## src/common/spcu_pkg.sv

```systemverilog
// Constants, types and state codes of the serial programmer command unit.
// Assumes one 200 MHz clock and a byte layer that delivers whole command bytes.
// Operation
// RULE1 - Write command: code, address, size, then data
// RULE2 - Size zero means whole flash size
// RULE3 - Oversized write length clamps to flash size
// RULE4 - Write data dropped while controller locked
// RULE5 - Write data dropped for protected regions
// RULE6 - Read command: code, address, size, data back
// RULE7 - Protected main memory reads return FFH
// RULE8 - CRC command returns CRC-CCITT, high byte first
// RULE9 - Outside programming mode CRC returns FFFFH
// RULE10 - CRC reply follows one clock per byte; code takes a flash req/ack round trip, at least two clocks, per byte
// RULE11 - Autobaud read: zero nibble, then low byte
// RULE12 - F0H loads test register, F1H reads it
// RULE13 - Control bit 7 selects flash control mode
// RULE14 - Status bit 7 shows flash control mode
// RULE15 - Status bit 6 mirrors partial protect option
// RULE16 - Status bit 5 mirrors full protect option
// RULE17 - Status bit 3 shows operation in progress
// RULE18 - Host waits for idle before new operation
// RULE19 - Test bit 2 selects controller bypass mode
// RULE20 - Test register reachable only by its commands
// RULE21 - Reserved test bits read back as zero
// RULE22 - Power-on with pin high or brownout exits
// RULE23 - Full protect blocks all writes, partial lower; code: in the info area either option blocks writes only from 00C0H up
// RULE24 - Full protect blocks main reads, partial lower
// RULE25 - Address steps by one per data byte
package spcu_pkg;

  // Command codes.
  localparam logic [7:0] CMD_RD_STATUS = 8'h02;
  localparam logic [7:0] CMD_WR_CTRL = 8'h04;
  localparam logic [7:0] CMD_RD_CTRL = 8'h05;
  localparam logic [7:0] CMD_WR_FLASH = 8'h0A;
  localparam logic [7:0] CMD_RD_FLASH = 8'h0B;
  localparam logic [7:0] CMD_CRC = 8'h0E;
  localparam logic [7:0] CMD_RD_BAUD = 8'h1B;
  localparam logic [7:0] CMD_WR_TEST = 8'hF0;
  localparam logic [7:0] CMD_RD_TEST = 8'hF1;

  // Field positions.
  localparam int CTRL_FLASH_CONTROL_MODE_BIT_BIT = 7;
  localparam int STAT_FLASH_CONTROL_MODE_BIT_BIT = 7;
  localparam int STAT_PARTIAL_BIT = 6;
  localparam int STAT_FULL_BIT = 5;
  localparam int STAT_BUSY_BIT = 3;
  localparam int TEST_BYPASS_BIT = 2;

  // Reset values and fixed answers.
  localparam logic CTRL_RESET = 1'h0;
  localparam logic TEST_RESET = 1'h0;
  localparam logic [7:0] PROT_FILL = 8'hFF;
  localparam logic [15:0] CRC_NOT_PROG = 16'hFFFF;
  localparam logic [15:0] CRC_INIT = 16'hFFFF;
  localparam logic [15:0] CRC_POLY = 16'h1021;
  localparam logic [15:0] INFO_PAGE3_BASE = 16'h00C0;
  localparam int KB_BYTES = 1024;
  localparam int MEM_KB_DEFAULT = 64;
  localparam int REPLY_FIFO_DEPTH = 8;

  // Command sequencer states, one-hot.
  typedef enum logic [8:0] {
    S_IDLE = 9'h001,
    S_ARGS = 9'h002,
    S_WDATA = 9'h004,
    S_WFLASH = 9'h008,
    S_RFLASH = 9'h010,
    S_RPUSH = 9'h020,
    S_CRC = 9'h040,
    S_SEND = 9'h080,
    S_REGWR = 9'h100
  } spcu_state_t;

  // One byte access toward the flash controller.
  typedef struct packed {
    logic req;
    logic we;
    logic info;
    logic [15:0] addr;
    logic [7:0] wdata;
  } spcu_flash_req_t;

endpackage

```

## src/hw/spcu_top.sv

```systemverilog
// Command unit of the one-pin serial programming port, with its reply FIFO.
// Assumes a same-clock byte layer on both sides and a req/ack flash port.

////////////////////////////////////////////////////////////////////////////////

// Reply FIFO: holds bytes on their way back to the host.
module spcu_fifo import spcu_pkg::*; #(
  parameter int WIDTH = 8,
  parameter int DEPTH = REPLY_FIFO_DEPTH
) (
  // Clock and reset.
  input wire logic ref_clk,
  input wire logic rst_n,
  // Fill side.
  input wire logic in_valid,
  output logic in_ready,
  input wire logic [WIDTH-1:0] in_data,
  // Drain side.
  output logic out_valid,
  input wire logic out_ready,
  output logic [WIDTH-1:0] out_data
);
  localparam int AW = $clog2(DEPTH);

  // Depth must be a power of two so the pointers wrap by themselves.
  if (DEPTH < 2 || (DEPTH & (DEPTH - 1)) != 0) begin : g_chk
    $error("spcu_fifo: DEPTH must be a power of two");
  end

  logic [WIDTH-1:0] mem_ff [DEPTH]; // Storage words.
  logic [AW-1:0] wr_ptr_ff; // Next slot to fill.
  logic [AW-1:0] rd_ptr_ff; // Next slot to drain.
  logic [AW:0] count_ff; // Words held.
  logic push;
  logic pop;

  // Full and empty come straight from the count.
  assign in_ready = (count_ff != (AW + 1)'(DEPTH));
  assign out_valid = (count_ff != '0);
  assign push = in_valid & in_ready;
  assign pop = out_valid & out_ready;
  assign out_data = mem_ff[rd_ptr_ff];

  // Storage is written only on an accepted push.
  always_ff @(posedge ref_clk) begin
    if (push) begin
      mem_ff[wr_ptr_ff] <= in_data;
    end
  end

  // Pointers and count.
  always_ff @(posedge ref_clk or negedge rst_n) begin
    if (!rst_n) begin
      wr_ptr_ff <= '0;
      rd_ptr_ff <= '0;
      count_ff <= '0;
    end else begin
      if (push) begin
        wr_ptr_ff <= wr_ptr_ff + 1'b1;
      end
      if (pop) begin
        rd_ptr_ff <= rd_ptr_ff + 1'b1;
      end
      count_ff <= count_ff + (AW + 1)'(push) - (AW + 1)'(pop);
    end
  end
endmodule // spcu_fifo

////////////////////////////////////////////////////////////////////////////////

// Command interpreter top.
module spcu_top import spcu_pkg::*; #(
  parameter int MEM_KB = MEM_KB_DEFAULT
) (
  // Clock and reset.
  input wire logic ref_clk,
  input wire logic rst_n,
  // Command bytes from the serial byte layer.
  input wire logic rx_valid,
  input wire logic [7:0] rx_data,
  output logic rx_ready,
  // Reply bytes toward the serial byte layer.
  output logic tx_valid,
  input wire logic tx_ready,
  output logic [7:0] tx_data,
  // Flash controller port.
  output spcu_flash_req_t flash_req,
  input wire logic flash_ack,
  input wire logic [7:0] flash_rdata,
  input wire logic flash_unlocked,
  input wire logic flash_busy,
  input wire logic info_area_sel,
  // Option byte one shadow bits, low means enabled.
  input wire logic partial_protect_option,
  input wire logic full_protect_option,
  // Autobaud result and programming mode entry.
  input wire logic [11:0] autobaud_value,
  input wire logic prog_enter,
  // Asynchronous exit conditions.
  input wire logic por_active,
  input wire logic mode_select_port_pin,
  input wire logic brownout_reset,
  // Mode outputs.
  output logic prog_mode,
  output logic flash_control_mode_bit,
  output logic bypass_mode
);
  localparam logic [16:0] MEM_SIZE = 17'(MEM_KB * KB_BYTES);
  localparam logic [15:0] MEM_HALF = 16'(MEM_KB * KB_BYTES / 2);

  // Only the two product flash sizes are served.
  if (MEM_KB != 32 && MEM_KB != 64) begin : g_chk
    $error("spcu_top: MEM_KB must be 32 or 64");
  end

  spcu_state_t state_ff; // Sequencer state.
  logic [7:0] cmd_ff; // Command being served.
  logic [1:0] arg_idx_ff; // Argument byte index.
  logic [7:0] size_hi_ff; // Size high byte.
  logic [15:0] addr_ff; // Flash address.
  logic [16:0] cnt_ff; // Bytes left.
  logic [15:0] resp_ff; // Reply word.
  logic two_ff; // High reply byte still to send.
  logic [15:0] crc_ff; // Running CRC.
  spcu_flash_req_t req_ff; // Flash access.
  logic ctrl_ff; // Flash control mode.
  logic test_ff; // Controller bypass mode.
  logic prog_ff; // Programming mode.
  logic low_seen_ff; // Pin seen low during power-on.
  logic por_d_ff; // Power-on level, delayed.
  logic [2:0] sync1_ff; // First synchroniser stage.
  logic [2:0] sync2_ff; // Second synchroniser stage.
  logic rx_take;
  logic push_valid;
  logic push_ready;
  logic [7:0] push_data;
  logic [7:0] status_rd;
  logic [7:0] test_rd;
  logic [16:0] size_req;
  logic [16:0] size_eff;
  logic last;
  logic full_en;
  logic part_en;
  logic wr_blk;
  logic rd_blk;
  logic [15:0] crc_nxt;

  // Byte-wise CRC-CCITT step, message bits taken most significant first.
  function automatic logic [15:0] crc_step(input logic [15:0] c, input logic [7:0] d);
    logic [15:0] r;
    r = c;
    for (int i = 7; i >= 0; i--) begin
      r = (r[15] ^ d[i]) ? ({r[14:0], 1'b0} ^ CRC_POLY) : {r[14:0], 1'b0};
    end
    return r;
  endfunction

  //////////////////////////////////////////////////////////////////////////////

  // Pins from outside the clock domain pass two flip-flops first.
  always_ff @(posedge ref_clk or negedge rst_n) begin
    if (!rst_n) begin
      sync1_ff <= '0;
      sync2_ff <= '0;
    end else begin
      sync1_ff <= {brownout_reset, mode_select_port_pin, por_active};
      sync2_ff <= sync1_ff;
    end
  end

  // Programming mode: entered on request, left on brownout or on a power-on
  // during which the mode pin never dropped.
  always_ff @(posedge ref_clk or negedge rst_n) begin
    if (!rst_n) begin
      prog_ff <= 1'b0;
      low_seen_ff <= 1'b0;
      por_d_ff <= 1'b0;
    end else begin
      por_d_ff <= sync2_ff[0];
      if (sync2_ff[0] && !sync2_ff[1]) begin
        low_seen_ff <= 1'b1;
      end else if (!sync2_ff[0]) begin
        low_seen_ff <= 1'b0;
      end
      if (sync2_ff[2]) begin
        prog_ff <= 1'b0; // see RULE22
      end else if (por_d_ff && !sync2_ff[0] && !low_seen_ff) begin
        prog_ff <= 1'b0; // see RULE22
      end else if (prog_enter) begin
        prog_ff <= 1'b1;
      end
    end
  end

  //////////////////////////////////////////////////////////////////////////////

  // Protection decode; option bits are enabled when low.
  always_comb begin
    full_en = ~full_protect_option;
    part_en = ~partial_protect_option;
    if (info_area_sel) begin
      wr_blk = (addr_ff >= INFO_PAGE3_BASE) & (full_en | part_en); // see RULE23
      rd_blk = 1'b0;
    end else begin
      wr_blk = full_en | (part_en & (addr_ff < MEM_HALF)); // see RULE23
      rd_blk = full_en | (part_en & (addr_ff < MEM_HALF)); // see RULE24
    end
  end

  // Register read views; reserved bits read as zero.
  always_comb begin
    status_rd = '0;
    status_rd[STAT_FLASH_CONTROL_MODE_BIT_BIT] = ctrl_ff; // see RULE14
    status_rd[STAT_PARTIAL_BIT] = partial_protect_option; // see RULE15
    status_rd[STAT_FULL_BIT] = full_protect_option; // see RULE16
    status_rd[STAT_BUSY_BIT] = flash_busy; // see RULE17
    test_rd = '0;
    test_rd[TEST_BYPASS_BIT] = test_ff; // see RULE21
  end

  // Size decode: zero and oversize both mean the whole flash.
  assign size_req = {1'b0, size_hi_ff, rx_data};
  assign size_eff = (size_req == '0 || size_req > MEM_SIZE) ? MEM_SIZE : size_req; // see RULE2
  assign last = (cnt_ff == 17'h00001);
  assign crc_nxt = crc_step(crc_ff, flash_rdata);

  // Handshakes toward the byte layer and the reply FIFO.
  assign rx_ready = (state_ff == S_IDLE) | (state_ff == S_ARGS) |
                    (state_ff == S_WDATA) | (state_ff == S_REGWR);
  assign rx_take = rx_valid & rx_ready;
  assign push_valid = (state_ff == S_SEND) | (state_ff == S_RPUSH);
  assign push_data = (state_ff == S_SEND && two_ff) ? resp_ff[15:8] : resp_ff[7:0];

  //////////////////////////////////////////////////////////////////////////////

  // Control and test registers, written only by their own commands.
  always_ff @(posedge ref_clk or negedge rst_n) begin
    if (!rst_n) begin
      ctrl_ff <= CTRL_RESET;
      test_ff <= TEST_RESET;
    end else if (state_ff == S_REGWR && rx_take) begin
      if (cmd_ff == CMD_WR_CTRL) begin
        ctrl_ff <= rx_data[CTRL_FLASH_CONTROL_MODE_BIT_BIT]; // see RULE13
      end else begin
        test_ff <= rx_data[TEST_BYPASS_BIT]; // see RULE12 see RULE19 see RULE20
      end
    end
  end

  // Command sequencer and transfer datapath.
  always_ff @(posedge ref_clk or negedge rst_n) begin
    if (!rst_n) begin
      state_ff <= S_IDLE;
      cmd_ff <= '0;
      arg_idx_ff <= '0;
      size_hi_ff <= '0;
      addr_ff <= '0;
      cnt_ff <= '0;
      resp_ff <= '0;
      two_ff <= 1'b0;
      crc_ff <= CRC_INIT;
      req_ff <= '0;
    end else begin
      unique case (state_ff)
        // Decode the command byte.
        S_IDLE: begin
          if (rx_take) begin
            cmd_ff <= rx_data;
            arg_idx_ff <= '0;
            two_ff <= 1'b0;
            if (rx_data == CMD_RD_STATUS) begin
              resp_ff <= {8'h00, status_rd};
              state_ff <= S_SEND;
            end else if (rx_data == CMD_RD_CTRL) begin
              resp_ff <= {8'h00, ctrl_ff, 7'h00};
              state_ff <= S_SEND;
            end else if (rx_data == CMD_WR_CTRL || rx_data == CMD_WR_TEST) begin
              state_ff <= S_REGWR;
            end else if (rx_data == CMD_WR_FLASH || rx_data == CMD_RD_FLASH) begin
              state_ff <= S_ARGS; // see RULE1 see RULE6
            end else if (rx_data == CMD_CRC) begin
              two_ff <= 1'b1;
              resp_ff <= CRC_NOT_PROG; // see RULE9
              addr_ff <= '0;
              cnt_ff <= MEM_SIZE;
              crc_ff <= CRC_INIT;
              state_ff <= prog_ff ? S_CRC : S_SEND;
            end else if (rx_data == CMD_RD_BAUD) begin
              two_ff <= 1'b1;
              resp_ff <= {4'h0, autobaud_value}; // see RULE11
              state_ff <= S_SEND;
            end else if (rx_data == CMD_RD_TEST) begin
              resp_ff <= {8'h00, test_rd}; // see RULE12
              state_ff <= S_SEND;
            end
          end
        end
        // Address high, address low, size high, size low.
        S_ARGS: begin
          if (rx_take) begin
            arg_idx_ff <= arg_idx_ff + 2'h1;
            unique case (arg_idx_ff)
              2'h0: addr_ff[15:8] <= rx_data;
              2'h1: addr_ff[7:0] <= rx_data;
              2'h2: size_hi_ff <= rx_data;
              default: begin
                cnt_ff <= size_eff; // see RULE2 see RULE3
                state_ff <= (cmd_ff == CMD_WR_FLASH) ? S_WDATA : S_RFLASH;
              end
            endcase
          end
        end
        // Take one write byte; drop it when locked or protected.
        S_WDATA: begin
          if (rx_take) begin
            if (flash_unlocked && ctrl_ff && !wr_blk) begin
              req_ff <= '{req: 1'b1, we: 1'b1, info: info_area_sel,
                          addr: addr_ff, wdata: rx_data};
              state_ff <= S_WFLASH;
            end else begin
              addr_ff <= addr_ff + 16'h0001; // see RULE4 see RULE5
              cnt_ff <= cnt_ff - 17'h00001;
              state_ff <= last ? S_IDLE : S_WDATA;
            end
          end
        end
        // Hold the write until the controller answers.
        S_WFLASH: begin
          if (flash_ack) begin
            req_ff.req <= 1'b0;
            addr_ff <= addr_ff + 16'h0001; // see RULE25
            cnt_ff <= cnt_ff - 17'h00001;
            state_ff <= last ? S_IDLE : S_WDATA;
          end
        end
        // Fetch one read byte, or fill it when protected.
        S_RFLASH: begin
          if (rd_blk || !ctrl_ff) begin
            resp_ff <= {8'h00, PROT_FILL}; // see RULE7
            state_ff <= S_RPUSH;
          end else if (!req_ff.req) begin
            req_ff <= '{req: 1'b1, we: 1'b0, info: info_area_sel,
                        addr: addr_ff, wdata: 8'h00};
          end else if (flash_ack) begin
            req_ff.req <= 1'b0;
            resp_ff <= {8'h00, flash_rdata};
            state_ff <= S_RPUSH;
          end
        end
        // Queue the read byte and step on.
        S_RPUSH: begin
          if (push_ready) begin
            addr_ff <= addr_ff + 16'h0001; // see RULE25
            cnt_ff <= cnt_ff - 17'h00001;
            state_ff <= last ? S_IDLE : S_RFLASH;
          end
        end
        // Walk the whole main memory, one byte per answer.
        S_CRC: begin
          if (!req_ff.req) begin
            req_ff <= '{req: 1'b1, we: 1'b0, info: 1'b0, addr: addr_ff, wdata: 8'h00};
          end else if (flash_ack) begin
            req_ff.req <= 1'b0;
            crc_ff <= crc_nxt; // see RULE8
            addr_ff <= addr_ff + 16'h0001;
            cnt_ff <= cnt_ff - 17'h00001;
            if (last) begin
              resp_ff <= crc_nxt; // see RULE10
              state_ff <= S_SEND;
            end
          end
        end
        // Queue one or two reply bytes, high byte first.
        S_SEND: begin
          if (push_ready) begin
            two_ff <= 1'b0;
            state_ff <= two_ff ? S_SEND : S_IDLE;
          end
        end
        // Wait for the data byte of a register write.
        S_REGWR: begin
          if (rx_take) begin
            state_ff <= S_IDLE;
          end
        end
        default: state_ff <= S_IDLE;
      endcase
    end
  end

  //////////////////////////////////////////////////////////////////////////////

  // Reply FIFO; a full FIFO stalls the sequencer.
  spcu_fifo #(.WIDTH(8), .DEPTH(REPLY_FIFO_DEPTH)) u_fifo (
    .ref_clk(ref_clk),
    .rst_n(rst_n),
    .in_valid(push_valid),
    .in_ready(push_ready),
    .in_data(push_data),
    .out_valid(tx_valid),
    .out_ready(tx_ready),
    .out_data(tx_data)
  );

  assign flash_req = req_ff;
  assign prog_mode = prog_ff;
  assign flash_control_mode_bit = ctrl_ff;
  assign bypass_mode = test_ff;
endmodule // spcu_top

```

## config.mk

```make
export PLATFORM = sky130hd
export DESIGN_NAME = spcu_top
export DESIGN_NICKNAME = d
export VERILOG_FILES = /design/src/common/spcu_pkg.sv /design/src/hw/spcu_top.sv
export SDC_FILE = /design/constraint.sdc
export NUM_CORES = 1
export LEC_CHECK = 0
export BUFFER_PORTS_ARGS = -buffer_cell sky130_fd_sc_hd__clkbuf_2
export CORE_MARGIN = 2
export CORE_UTILIZATION = 55
export CTS_CLUSTER_DIAMETER = 50
export DETAILED_ROUTE_END_ITERATION = 7
export PLACE_DENSITY = 0.77
export SLEW_MARGIN = 20
export SYNTH_ARGS = -nofsm -noshare
export SYNTH_HDL_FRONTEND = slang
export SYNTH_SLANG_ARGS = --single-unit
```

## constraint.sdc

```tcl
create_clock -name ref_clk -period 2.6 [get_ports ref_clk]
set_input_delay 0.39 -clock ref_clk [delete_from_list [all_inputs] [get_ports ref_clk]]
set_output_delay 0.39 -clock ref_clk [all_outputs]
set_load 0.05 [all_outputs]
```

==> results.cfg <==
[worst_setup_path]
slowest_stage = mux2_2
data_required_time_of_the_critical_path_ns = 3.00
setup.reg_to_reg.worst_slack_ns = 0.03
timing.critical_path.from_type = flop
critical_path_class = flop to flop
worst_path_most_repeated_cell = buf_4
worstPathCellList = buf_4 > nor3_2 > buf_4 > and4_1 > buf_12 > nand3_1 > mux2_2
worst_ep_arrival_time_ns = 2.98
critPathMaxFanout = 28
path_buf_inv = 3
crit_path_max_incr_delay_ns = 0.42
setup.worst_path.end_class = flop
critPathTopFamily = simple AND/OR/NAND/NOR gates

[yosys]
syn_inst = 947
proportion_of_synthesized_chip_area_in_sequential_cells_pct = 51.1
mappedNetlistNets = 1006
syn_area_mm2 = 0.0107
async_sr_flop_fraction_pct = 68.8
dominantRegCellSynth = dfrtp_1
synth.ff_latch_count = 205
synth_enable_flop_cells = 64
synth.distinct_cells = 89
syn_area_per_cell_um2 = 11.3
yosysWarningCount = 0

[clock_tree]
tritoncts_clock_tree = done
cts.htree.levels = 1
cts-root-buf = clkbuf_16
cts_buffer_depth = 3
cts_inserted_buffers = 27
clk_pin_slew_ns = 0.06
cts_num_sinks = 205
clock_insertion_delay_worst_skew_ns = 0.54

[layout]
area_delta_synth_final_pct = 27.1
fin_area_mm2 = 0.0136
final_util_pct = 70.6
antenna_cells_inserted = 0
layout-drive-gt1-share_pct = 34.9
final_nets = 1209
num-fill-cells = 1374

[timing]
rsz0062_at_grt = yes
layout_min_cycle_time_ns = 2.57
worst_slew_pin_slew_ns = 0.906
whs_ns = 0.121
period_share_pct = 99.0
finalClockSkew_ns = 0.0219
worst_setup_slack_final_ns = 0.0263
finalSetupViolCount = 0
report.final.hold_viol_count = 0
worst_slew_margin_rel_pct = 39.2
final_max_tran_viols = 0
fmax_mhz = 389

[placed_design]
pre_cts_slack_ns = -0.157
place.gp.congestion = 0.998
port-buffer-count = 81
hpwlAfterDp_um = 20800
placement.cell_area_mm2 = 0.0123

[pwr]
power_density_mw_per_mm2 = 837
power.leakage_nw = 5.92
max-vdd-ir-drop_uv = 645
power.total_mw = 11.4

[detailed_routing]
drt-initial-drc-count = 769
drt-pass1-iter-count = 6
drt.antenna.violating_nets = 0
avgViaCountPerCell = 6.25
avgRoutedWirePerCell_um = 21.3
wl_um = 30600
route.vias.total = 8982
drc = 0

[global_routing]
grt_first_pass_wirelength_um = 47300
grt_pass1_vias = 8923
grt_use_total_pct = 29.6
maximum_number_of_pins_on_one_net_before_global_route_repair = 60
initial_antenna_violation_count = 2
overflow = 0

[job]
drv_cap = 0

[die]
dieArea_mm2 = 0.0206
io-pin-count = 82
initial_core_util_pct = 55.6
fp.dieH_um = 144
coreArea_mm2 = 0.0193
die_width_um = 144
number_of_rows_created_at_floorplan = 51

[min_path]
hp-class = primary input to flop

[run_status]
run_status = finished clean
==> tightest hold or removal path, delay by kind of cell <==
kind / cells / cell delay, ns
buffers and inverters: 1 / 0.08
AND/OR/NAND/NOR: 1 / 0.08
AO/OA/AOI/OAI: 1 / 0.06
==> stage by stage <==
| step | cells | setup TNS (ns) |
|---|---|---|
| after floorplan | 947 | -0.957 |
| after global placement | 1363 | -0.208 |
| final | 1436 | 0 |
| after CTS | 1420 | -0.00803 |
| after detailed placement | 1363 | -0.739 |
| after global routing | 1436 | -0.0925 |
==> cells in the final DEF, fill, tap and decap left out, types with 7 or more instances in the layout <==
cell type    n
ha_1        16
nand3_1     28
mux2_1       9
nor3_1      17
nand4_1     12
nor2b_1      8
a32oi_1      8
a22o_1      15
nor4_1       7
inv_1       29
mux2_4      10
mux2_2      44
clkbuf_2    75
nand2_1     78
mux4_2      16
xnor2_1     27
xor2_1      12
nor2_1      55
buf_6        7
clkbuf_8     7
and3_1       7
dfstp_2     17
o2bb2ai_1    8
edfxtp_1    64
a21oi_1     32
o22ai_1      7
a31oi_1     17
o31ai_1     13
o21ai_0     45
o21ai_1     11
clkbuf_16   28
buf_4      127
buf_12      10
dfrtp_1    123
==> routing by layer <==
metal	global-route usage, %	up-vias	routed length, um
li1	-	3986	-
met1	39.3	4405	12000
met2	48.7	495	14900
met3	4.97	94	2610
met4	11.7	2	1090
met5	0	-	11
==> worst paths after layout <==
kind,start,end,cells after the start
max in group asynchronous,rst_n,state_ff[0]$_DFFE_PN1P_,3
min in group asynchronous,rst_n,flash_req[4]$_DFFE_PN0P_,2
setup / recovery,state_ff[3]$_DFFE_PN0P_,size_hi_ff[1]$_DFFE_PN0P_,7
hold reg to reg,sync1_ff[0]$_DFF_PN0_,sync2_ff[0]$_DFF_PN0_,0
setup reg to reg,state_ff[3]$_DFFE_PN0P_,size_hi_ff[1]$_DFFE_PN0P_,7
hold / removal,prog_enter,prog_mode$_DFFE_PN0P_,3
==> logic make-up (layout without fill, tap and decap cells) <==
family	Yosys count	count (layout)	synth area share [%]
multiplexers	83	83	10.7
AND/OR/NAND/NOR	282	282	14.1
XOR/XNOR	40	40	3.27
buffers and inverters	87	310	3.46
adder cells (fa/ha/maj)	17	17	2.06
AO/OA/AOI/OAI	233	234	15.3
flip-flops	205	205	51.1
==> registers in the layout, indices dropped and copies added (netlist names), 4 cells and up <==
signal and flops:
resp_ff 16, flash_req 27, state_ff 9, size_hi_ff 8, cnt_ff 17, cmd_ff 8
u_fifo.mem_ff 64, addr_ff 16, u_fifo.count_ff 4, crc_ff 16
==> power breakdown <==
group	internal [mW]	switching, mW
combinational	1.66	2.11
sequential	3.66	0.284
clock	2.21	1.48
total	7.53	3.87
==> cell type report <==
cell class	instances	area [um^2]	area share (%)
inverter	30	113	0.827
timing repair buffer	230	1720	12.6
clock inverter	15	144	1.06
sequential	205	5470	40.2
multi-input combinational	656	5070	37.2
clock buffer	35	766	5.62
tap	265	332	2.44
==> cells in the mapped netlist, types with 6 or more instances <==
cell type    n  area share (%)
ha_1        16             1.9
a32oi_1      8            0.65
mux4_2      16             3.4
nand3_1     30             1.4
clkbuf_1    32             1.1
mux2_1       9            0.95
buf_1        6            0.21
a211oi_1     6            0.42
nand2_1     80             2.8
o2bb2ai_1    8            0.65
dfrtp_1    124              29
nor2b_1      8            0.47
nor4_1       8            0.47
buf_2       14            0.65
xor2_1      12            0.98
dfstp_2     17             4.2
o21ai_0     48             2.2
o31ai_1     14            0.98
a21oi_1     34             1.6
o21ai_1      9            0.42
a211o_1      6            0.49
mux2_4      10             1.4
inv_1       29             1.0
nand2b_1     6            0.35
o41ai_1      6            0.49
nor2_1      61             2.1
o22ai_1      8            0.47
mux2_2      44             4.6
o2111ai_1    6            0.49
nor3_1      19            0.89
edfxtp_1    64              18
a22o_1      15             1.2
or4_1        7            0.49
a31oi_1     17            0.99
or3_1        6            0.35
xnor2_1     28             2.3
and3_1       7            0.41
nand4_1     12            0.70
==> what timing repair did <==
action / CTS / global route
cloned: 1 / 1
setup endpoints to repair: 31 / 186
buffers inserted: 2 / 15
resized for setup: 10 / 31
endpoints found under the hold margin: 43 / 0
hold buffers: 4 / 0
pin swaps: 5 / 10
Power figures use the tool's default switching activity.
